$ cat src/logic/mac_event_flags_consts.svh
`ifndef MAC_EVENT_FLAGS_CONSTS_SVH
`define MAC_EVENT_FLAGS_CONSTS_SVH

// Register byte offsets within the status slice.
`define OFS_PAUSE_SA_LOWER   8'h24
`define OFS_PAUSE_SA_UPPER   8'h28
`define OFS_EVENT_FLAGS      8'h2C
`define OFS_EVENT_MASK       8'h30

// Field layout and reset values.
`define SA_HALF_W            24
`define SA_HALF_RST          24'h00_0000
`define EVT_W                10
`define EVT_RST              10'h000
`define MASK_RST             10'h000
`define RDATA_ZERO           32'h0000_0000

// Event bit positions in the flag register.
`define EVT_TX_ABORT         0
`define EVT_TX_OVERSIZE      1
`define EVT_TX_FIFO_OVF      2
`define EVT_TX_HOST_JAM      3
`define EVT_TX_RETRANSMIT    4
`define EVT_RX_JUNK          5
`define EVT_RX_EXT_ERR       6
`define EVT_RX_EXT           7
`define EVT_RX_SHORT_PREAM   8
`define EVT_RX_SHORT_GAP     9

`endif

$ cat src/logic/mac_status_pkg.sv
package mac_status_pkg;
  // Decoded register selected by a bus address.
  typedef enum {
    REG_NONE,
    REG_SA_LOWER,
    REG_SA_UPPER,
    REG_FLAGS,
    REG_MASK
  } reg_sel_e;
endpackage : mac_status_pkg

$ cat src/logic/sticky_flag_bit.sv
`timescale 1ns/1ns
`default_nettype none

// One sticky event flag: set by a hardware pulse, cleared by a one written by software.
module sticky_flag_bit (
  input  wire logic sys_clk,   // System clock.
  input  wire logic rst_n,     // Asynchronous reset, active low.
  input  wire logic setPulse,  // Event from the datapath.
  input  wire logic clrPulse,  // Software clear (write of one).
  output logic      flag_r     // Sticky flag.
);

  // Set is checked first so an event in the clear cycle is never lost.
  always_ff @(posedge sys_clk or negedge rst_n) begin
    if (!rst_n) begin
      flag_r <= 1'b0;
    end else if (setPulse) begin
      flag_r <= 1'b1;
    end else if (clrPulse) begin
      flag_r <= 1'b0;
    end
  end

endmodule : sticky_flag_bit

`default_nettype wire

$ cat src/logic/mac_event_flags_status.sv
// The strobed register port and the register addresses are this design's own decisions.
`timescale 1ns/1ns
`default_nettype none
`include "mac_event_flags_consts.svh"

module mac_event_flags_status #(
  parameter int ADDR_W = 8  // Register address width in bits.
) (
  input  wire logic              sys_clk,           // System clock, 250 MHz.
  input  wire logic              rst_n,             // Asynchronous reset, active low.
  input  wire logic [ADDR_W-1:0] regAddr,           // Register byte address.
  input  wire logic [31:0]       regWdata,          // Write data.
  input  wire logic              regWr,             // Write strobe.
  input  wire logic              regRd,             // Read strobe.
  output logic      [31:0]       regRdata,          // Read data, one cycle after regRd.
  input  wire logic              rxShortGap,        // Pulse: gap under twelve bytes.
  input  wire logic              rxShortPreamble,   // Pulse: preamble under eight bytes.
  input  wire logic              rxCarrierExtend,   // Pulse: carrier extend seen.
  input  wire logic              rxCarrierExtErr,   // Pulse: carrier extend error.
  input  wire logic              rxJunk,            // Pulse: bytes not part of a frame.
  input  wire logic              txRetransmit,      // Pulse: retransmit asked of host.
  input  wire logic              txHostJam,         // Pulse: host jam request.
  input  wire logic              txFifoOverflow,    // Pulse: transmit FIFO overrun.
  input  wire logic              txOversizeFrame,   // Pulse: frame over 64K bytes.
  input  wire logic              txAbortDone,       // Pulse: host abort carried out.
  output logic      [47:0]       pauseSourceAddr,   // Source address for pause frames.
  output logic                   irq                // Level interrupt, active high.
);

  logic [`SA_HALF_W-1:0]   pause_sa_upper_bytes;
  logic [`SA_HALF_W-1:0]   pause_sa_lower_bytes;
  logic [`EVT_W-1:0]       eventMask_r;
  logic [`EVT_W-1:0]       eventFlags;
  logic [`EVT_W-1:0]       eventIn;
  logic [`EVT_W-1:0]       flagClr;
  mac_status_pkg::reg_sel_e regSel;

  // Address decode shared by reads and writes.
  always_comb begin
    case (regAddr)
      ADDR_W'(`OFS_PAUSE_SA_LOWER): regSel = mac_status_pkg::REG_SA_LOWER;
      ADDR_W'(`OFS_PAUSE_SA_UPPER): regSel = mac_status_pkg::REG_SA_UPPER;
      ADDR_W'(`OFS_EVENT_FLAGS):    regSel = mac_status_pkg::REG_FLAGS;
      ADDR_W'(`OFS_EVENT_MASK):     regSel = mac_status_pkg::REG_MASK;
      default:                      regSel = mac_status_pkg::REG_NONE;
    endcase
  end

  // Gather the datapath event pulses into their flag positions.
  always_comb begin
    eventIn                       = `EVT_RST;
    eventIn[`EVT_RX_SHORT_GAP]    = rxShortGap;
    eventIn[`EVT_RX_SHORT_PREAM]  = rxShortPreamble;
    eventIn[`EVT_RX_EXT]          = rxCarrierExtend;
    eventIn[`EVT_RX_EXT_ERR]      = rxCarrierExtErr;
    eventIn[`EVT_RX_JUNK]         = rxJunk;
    eventIn[`EVT_TX_RETRANSMIT]   = txRetransmit;
    eventIn[`EVT_TX_HOST_JAM]     = txHostJam;
    eventIn[`EVT_TX_FIFO_OVF]     = txFifoOverflow;
    eventIn[`EVT_TX_OVERSIZE]     = txOversizeFrame;
    eventIn[`EVT_TX_ABORT]        = txAbortDone;
  end

  // Only written ones clear; zeros in the write data leave flags alone.
  assign flagClr = (regWr && regSel == mac_status_pkg::REG_FLAGS) ?
                   regWdata[`EVT_W-1:0] : `EVT_RST;

  // One sticky cell per event; each cell lets a set win over a clear.
  genvar gi;
  generate
    for (gi = 0; gi < `EVT_W; gi++) begin : gFlag
      sticky_flag_bit uFlag (
        .sys_clk  (sys_clk),
        .rst_n    (rst_n),
        .setPulse (eventIn[gi]),
        .clrPulse (flagClr[gi]),
        .flag_r   (eventFlags[gi])
      );
    end
  endgenerate

  // Upper address half.
  always_ff @(posedge sys_clk or negedge rst_n) begin
    if (!rst_n) begin
      pause_sa_upper_bytes <= `SA_HALF_RST;
    end else if (regWr && regSel == mac_status_pkg::REG_SA_UPPER) begin
      pause_sa_upper_bytes <= regWdata[`SA_HALF_W-1:0];
    end
  end

  // Lower address half.
  always_ff @(posedge sys_clk or negedge rst_n) begin
    if (!rst_n) begin
      pause_sa_lower_bytes <= `SA_HALF_RST;
    end else if (regWr && regSel == mac_status_pkg::REG_SA_LOWER) begin
      pause_sa_lower_bytes <= regWdata[`SA_HALF_W-1:0];
    end
  end

  // Full address registered so the transmit path sees a clean, glitch-free value.
  always_ff @(posedge sys_clk or negedge rst_n) begin
    if (!rst_n) begin
      pauseSourceAddr <= {`SA_HALF_RST, `SA_HALF_RST};
    end else begin
      pauseSourceAddr <= {pause_sa_upper_bytes, pause_sa_lower_bytes};
    end
  end

  // Interrupt mask, same layout as the flags.
  always_ff @(posedge sys_clk or negedge rst_n) begin
    if (!rst_n) begin
      eventMask_r <= `MASK_RST;
    end else if (regWr && regSel == mac_status_pkg::REG_MASK) begin
      eventMask_r <= regWdata[`EVT_W-1:0];
    end
  end

  // Interrupt follows the flags one cycle later, since the output is registered.
  always_ff @(posedge sys_clk or negedge rst_n) begin
    if (!rst_n) begin
      irq <= 1'b0;
    end else begin
      irq <= |(eventFlags & eventMask_r);
    end
  end

  // Read data stands only in the cycle after the strobe; unmapped reads return zero.
  always_ff @(posedge sys_clk or negedge rst_n) begin
    if (!rst_n) begin
      regRdata <= `RDATA_ZERO;
    end else if (regRd) begin
      case (regSel)
        mac_status_pkg::REG_SA_LOWER: regRdata <= {8'h00, pause_sa_lower_bytes};
        mac_status_pkg::REG_SA_UPPER: regRdata <= {8'h00, pause_sa_upper_bytes};
        mac_status_pkg::REG_FLAGS:    regRdata <= {22'h00_0000, eventFlags};
        mac_status_pkg::REG_MASK:     regRdata <= {22'h00_0000, eventMask_r};
        default:                      regRdata <= `RDATA_ZERO;
      endcase
    end else begin
      regRdata <= `RDATA_ZERO;
    end
  end

endmodule : mac_event_flags_status

`default_nettype wire

$ cat config.mk
export PLATFORM = sky130hd
export DESIGN_NAME = mac_event_flags_status
export DESIGN_NICKNAME = d
export VERILOG_FILES = /design/src/logic/mac_status_pkg.sv /design/src/logic/sticky_flag_bit.sv /design/src/logic/mac_event_flags_status.sv
export VERILOG_INCLUDE_DIRS = /design/src /design/src/logic
export SDC_FILE = /design/constraint.sdc
export NUM_CORES = 1
export LEC_CHECK = 0
export ABC_AREA = 1
export ABC_CLOCK_PERIOD_IN_PS = 1250
export BUFFER_PORTS_ARGS = -buffer_cell sky130_fd_sc_hd__buf_2
export CORE_UTILIZATION = 40
export DETAILED_ROUTE_END_ITERATION = 6
export PLACE_DENSITY = 0.64
export SYNTH_ARGS = -nofsm -noshare
export SYNTH_HDL_FRONTEND = slang
export SYNTH_SLANG_ARGS = --single-unit
$ cat constraint.sdc
create_clock -name sys_clk -period 1.25 [get_ports sys_clk]
set_input_delay 0.25 -clock sys_clk [delete_from_list [all_inputs] [get_ports sys_clk]]
set_output_delay 0.25 -clock sys_clk [all_outputs]
set_load 0.05 [all_outputs]
Yosys cells after proc, flatten, opt, wreduce, memory -nomap -nowiden
Cells that the tools add are included.
{"block": "totals", "register_bits": 149, "in_bits": 54, "output_inout_bits": 81, "word_cells": 68}
{"block": "classes", "n_eq_ne": 12, "n_mux": 24, "bitwise_logic": 1, "n_reduce_logical": 15}
{"operator": "one-hot mux 24 bit (4 select lines)", "n": 1}
{"operator": "equality test 32 x 3 -> 1 bit, second input constant", "n": 2}
{"operator": "equality test 32 x 2 -> 1 bit, second input constant", "n": 1}
{"operator": "equality test 8 x 6 -> 1 bit, second input constant", "n": 4}
{"operator": "two-way mux 32 bit", "n": 1}
{"operator": "two-way mux 1 bit", "n": 20}
{"operator": "nonzero test 2 bit", "n": 10}
{"operator": "one-hot mux 3 bit (4 select lines)", "n": 1}
{"operator": "AND 10 bit", "n": 1}
{"operator": "two-way mux 10 bit", "n": 1}
{"operator": "OR reduction 10 bit", "n": 1}
{"operator": "equality test 3 x 2 -> 1 bit, second input constant", "n": 2}
{"operator": "equality test 3 bit, second input constant", "n": 2}
{"operator": "logical AND 1 bit", "n": 4}
{"operator": "equality test 3 x 1 -> 1 bit, second input constant", "n": 1}

Depth between registers and ports, before layout
{"block": "depth", "depth_word": 7, "mapped_depth": 9, "mapped_depth_nobuf": 8}

Modules after synthesis
Synthesis repeated with hierarchy kept, for this count alone.
{"block": "hier_totals", "hier_cells": 549, "area_unflattened_um2": 5297.6}
{"mod": "mac_event_flags_status", "n_inst": 1, "cells_per_inst": 499, "area_each_um2": 4897.2, "seq_area_each_um2": 3278.1}
{"mod": "sticky_flag_bit", "n_inst": 10, "cells_per_inst": 5, "area_each_um2": 40.0, "seq_area_each_um2": 25.0}

Least setup slack after synthesis
OpenSTA, ideal clock, no wires.
{"block": "synth_path", "kind": "input to register", "start": "input regAddr[1]", "end": "register pause_sa_upper_bytes[17]", "setup_time_ns": 0.130, "arrival_ns": 1.153, "required_time_ns": 1.120, "setup_slack_ns": -0.033, "path_stages": 8, "path_buffers": 2, "cell_sequence": "nor2_1 nand2_2 nor2_4 nand2_1 buf_6 buf_6 nand2_1 o21ai_1"}
{"block": "synth_between", "elab_chain_len": 4, "elab_cells_between_ends": 7, "classes_between": "eq/ne (5); mux (1); reduce/logical (1)"}
{"item": "start, declared", "line": "mac_event_flags_status.sv:11", "text": "input wire logic [ADDR_W-1:0] regAddr,"}
{"item": "equality test 8 x 6 -> 1 bit", "line": "mac_event_flags_status.sv:40", "text": "case (regAddr)"}
{"item": "one-hot mux 3 bit (4 select lines) (*)", "line": "mac_event_flags_status.sv:40"}
{"item": "equality test 32 x 3 -> 1 bit (*)", "line": "mac_event_flags_status.sv:86", "text": "end else if (regWr && regSel == mac_status_pkg::REG_SA_UPPER) begin"}
{"item": "logical AND 1 bit (*)", "line": "mac_event_flags_status.sv:86"}
{"item": "end signal, assigned", "line": "mac_event_flags_status.sv:85", "text": "pause_sa_upper_bytes <= `SA_HALF_RST;"}
{"item": "end signal, assigned", "line": "mac_event_flags_status.sv:87", "text": "pause_sa_upper_bytes <= regWdata[`SA_HALF_W-1:0];"}
{"item": "end, declared", "line": "mac_event_flags_status.sv:30", "text": "logic [`SA_HALF_W-1:0] pause_sa_upper_bytes;"}
Mark *: on every way between the ends. The rest lies on a longest branch, timed or not.
A chain may end at the register's enable or synchronous reset.

Worst setup path in the final report
{"block": "layout_path", "start": "register regRdata[0]", "end": "output regRdata[0]"}
{"item": "start, declared", "line": "mac_event_flags_status.sv:15", "text": "output logic [31:0] regRdata,"}
{"item": "start signal, assigned", "line": "mac_event_flags_status.sv:130", "text": "regRdata <= `RDATA_ZERO;"}
{"item": "start signal, assigned", "line": "mac_event_flags_status.sv:133", "text": "mac_status_pkg::REG_SA_LOWER: regRdata <= {8'h00, pause_sa_lower_bytes};"}
{"item": "start signal, assigned", "line": "mac_event_flags_status.sv:134", "text": "mac_status_pkg::REG_SA_UPPER: regRdata <= {8'h00, pause_sa_upper_bytes};"}
No word-level cell between the ends.

==> impl_metrics.py <==
metrics = {
    "clock_tree": {
        "postCtsSetupBuffers": 0,
        "h-tree-depth": 4,
        "clkSinkCount": 141,
        "clk_latency_ns": 0.41,
        "cts_tree": "done",
        "clk_pin_slew_ns": 0.06,
        "cts_made_buffers": 17,
        "cts-root-buf": "clkbuf_16",
        "cts_buffer_depth": 2,
    },
    "detailed_routing": {
        "drtIter0Drc": 321,
        "vias": 3891,
        "drc": 0,
        "finalWirelength_mm": 11.6,
        "wl_per_cell_um": 13.5,
        "drt-pass1-iter-count": 5,
        "drt-vias-per-instance": 4.51,
        "ant_nets": 0,
    },
    "logic_synthesis": {
        "yosysWarnings": 0,
        "yosys.area.top_type": "dfrtp_1",
        "syn_inst": 530,
        "yosysSeqAreaShare_pct": 67.1,
        "ys_types": 22,
        "netlist_area_sq_um": 5260,
        "synth_seq_cells": 141,
        "avgSynthCellArea_sq_um": 9.92,
        "synth_top_area_share_pct": 67.1,
        "ys_top_cells_by_area": "dfrtp_1 67%, nand2_1 12%, inv_1 3.4%",
    },
    "placed_design": {
        "dp_slack_ns": -0.217,
        "port_buffers": 118,
        "globalplace.congestion": 0.854,
        "place_inst": 830,
        "place_hpwl_mm": 8.17,
    },
    "global_routing": {
        "antenna_found_initial": 0,
        "grt_pass1_vias": 3776,
        "gr-usage-all-layers_pct": 18.5,
        "grt_max_degree": 43,
        "grt-ovfl-total": 0,
        "grt_pass1_wl_mm": 18.7,
    },
    "setup_path": {
        "critPathMaxStageDelay_ns": 0.37,
        "arrival_ns": 0.97,
        "worstReg2RegStart": "gFlag[7].uFlag.flag_r",
        "cp-start-kind": "flop",
        "criticalPathCategory": "reg -> out",
        "critPathBufInv": 1,
        "crit_slowest_cell": "dfrtp_1",
        "path_delay_family": "flip-flops",
        "worstPathRequired_ns": 1.00,
        "end_kind": "output port",
        "crit_start": "regRdata[0]",
        "cp_max_fo": 1,
        "crit_chain": "buf_4",
    },
    "power_and_ir_drop": {
        "max-vdd-ir-drop_mv": 0.960,
        "powerDensity_nw_per_um2": 1530,
        "combPwrFrac_pct": 8.7,
        "p_sw_uw": 2540,
        "switching_share_pct": 23.2,
        "pwr-share-seq_pct": 44.3,
        "leakagePower_uw": 0.00372,
        "p_int_uw": 8400,
        "pwr-share-clk_pct": 47.0,
        "power_uw": 10900,
    },
    "timing": {
        "worst_slack_ns": 0.0319,
        "setup_viol": 0,
        "grt_setup_unrepaired": "true",
        "max_freq_ghz": 0.821,
        "period_share_pct": 97.5,
        "period_needed_ns": 1.22,
        "final.setup_skew_ns": 0.00477,
        "hold_violations": 0,
        "final_max_slew_viol_count": 0,
    },
    "layout": {
        "area_delta_synth_final_pct": 35.5,
        "mostFrequentLayoutCell": "nand2_1",
        "post_route_cells_drive_above_1_share_pct": 28.4,
        "num_antenna_cells": 0,
        "fin_nets": 732,
        "instances_no_fill": 862,
        "final_cell_mix": "167 x nand2_1, 141 x dfrtp_1, 69 x buf_4",
    },
    "job": {
        "cap_violations": 0,
    },
    "die": {
        "die-height_um": 117,
        "die_x_um": 117,
        "ios": 135,
        "rows": 41,
        "core_sq_um": 12700,
        "die_area_sq_um": 13600,
        "start_util_pct": 41.3,
    },
    "hold_path": {
        "hp-start": "txHostJam",
        "min_path_type": "in -> reg",
    },
    "status": {
        "status": "completed",
    },
}
power by group through the flow:
stage	Combinational [uW]	Clock (uW)	Sequential, uW
floorplan	240	0	5190
global placement	867	0	4910
detailed placement	883	0	4910
CTS	921	5250	4840
global route	1030	5420	4860
finish	948	5140	4850
path summary, 6_finish.rpt:
kind	end	slack (ns)	cells past startpoint
min in group asynchronous	regRdata[13]	0.33	2
max reg2reg	irq	0.32	4
min	gFlag[3].uFlag.flag_r	0.02	3
max	regRdata[0]	0.03	1
max in group asynchronous	pause_sa_lower_bytes[19]	0.44	3
min reg2reg	pauseSourceAddr[10]	0.40	0
area by class of cell:
type / count / area [sq um]
inverters: 50 / 188
clock buffers: 19 / 443
clock inverters: 12 / 170
well taps: 172 / 215
fillers: 1144 / 5600
flip-flops and latches: 141 / 3530
multi-input cells: 320 / 1400
repair buffers: 148 / 1190
registers in the layout, summed over array words and instances, names as in the netlist:
name                  cells
pauseSourceAddr          48
eventMask_r              10
gFlag.uFlag.flag_r       10
pause_sa_upper_bytes     24
regRdata                 24
pause_sa_lower_bytes     24
irq                       1
logic make-up after synthesis:
logic type	count (synthesis)	share of synthesized area (%)
compound gates	78	8.14
buf+inv	76	7.04
flops	141	67.1
other cells	1	0.0713
simple gates	234	17.6
per-stage QoR:
| step | area (sq um) | hold WS [ns] | util (%) | TNS [ns] |
|---|---|---|---|---|
| floorplan | 5290 | -0.0456 | - | 0 |
| global placement | 6240 | 0.179 | 49.1 | -8.00 |
| detailed placement | 6240 | 0.181 | 49.1 | -10.01 |
| CTS | 6980 | 0.00270 | 54.9 | 0 |
| global route | 7130 | 0.0161 | 56.0 | -0.0190 |
| finish | 7130 | 0.0219 | 56.0 | 0 |
synthesized netlist by cell type:
cell type	instances
nor2_2	1
nor2_4	3
nor2_1	45
o211ai_1	1
nand4_1	2
clkinv_1	1
inv_2	2
o21ai_0	25
dfrtp_1	141
clkbuf_1	4
conb_1	1
inv_1	47
buf_4	8
buf_2	8
o21ai_2	8
buf_6	6
nand2_1	169
nand3_1	13
a21oi_1	8
o21bai_1	2
nand2_2	1
o21ai_1	34
routing by layer:
| metal | up-vias | routed length [um] | global-route usage [%] |
|---|---|---|---|
| met3 | 11 | 614 | 5.50 |
| met5 | - | 0 | 0 |
| met4 | 0 | 127 | 5.82 |
| li1 | 1923 | - | - |
| met2 | 148 | 5650 | 30.3 |
| met1 | 1809 | 5220 | 23.8 |
repair_timing:
item,in CTS,in global routing
pin swaps,0,0
hold buffers,1,0
hold endpoints to repair,33,0
setup endpoints to repair,38,47
resized for setup,44,81
Power figures use the tool's default switching activity.
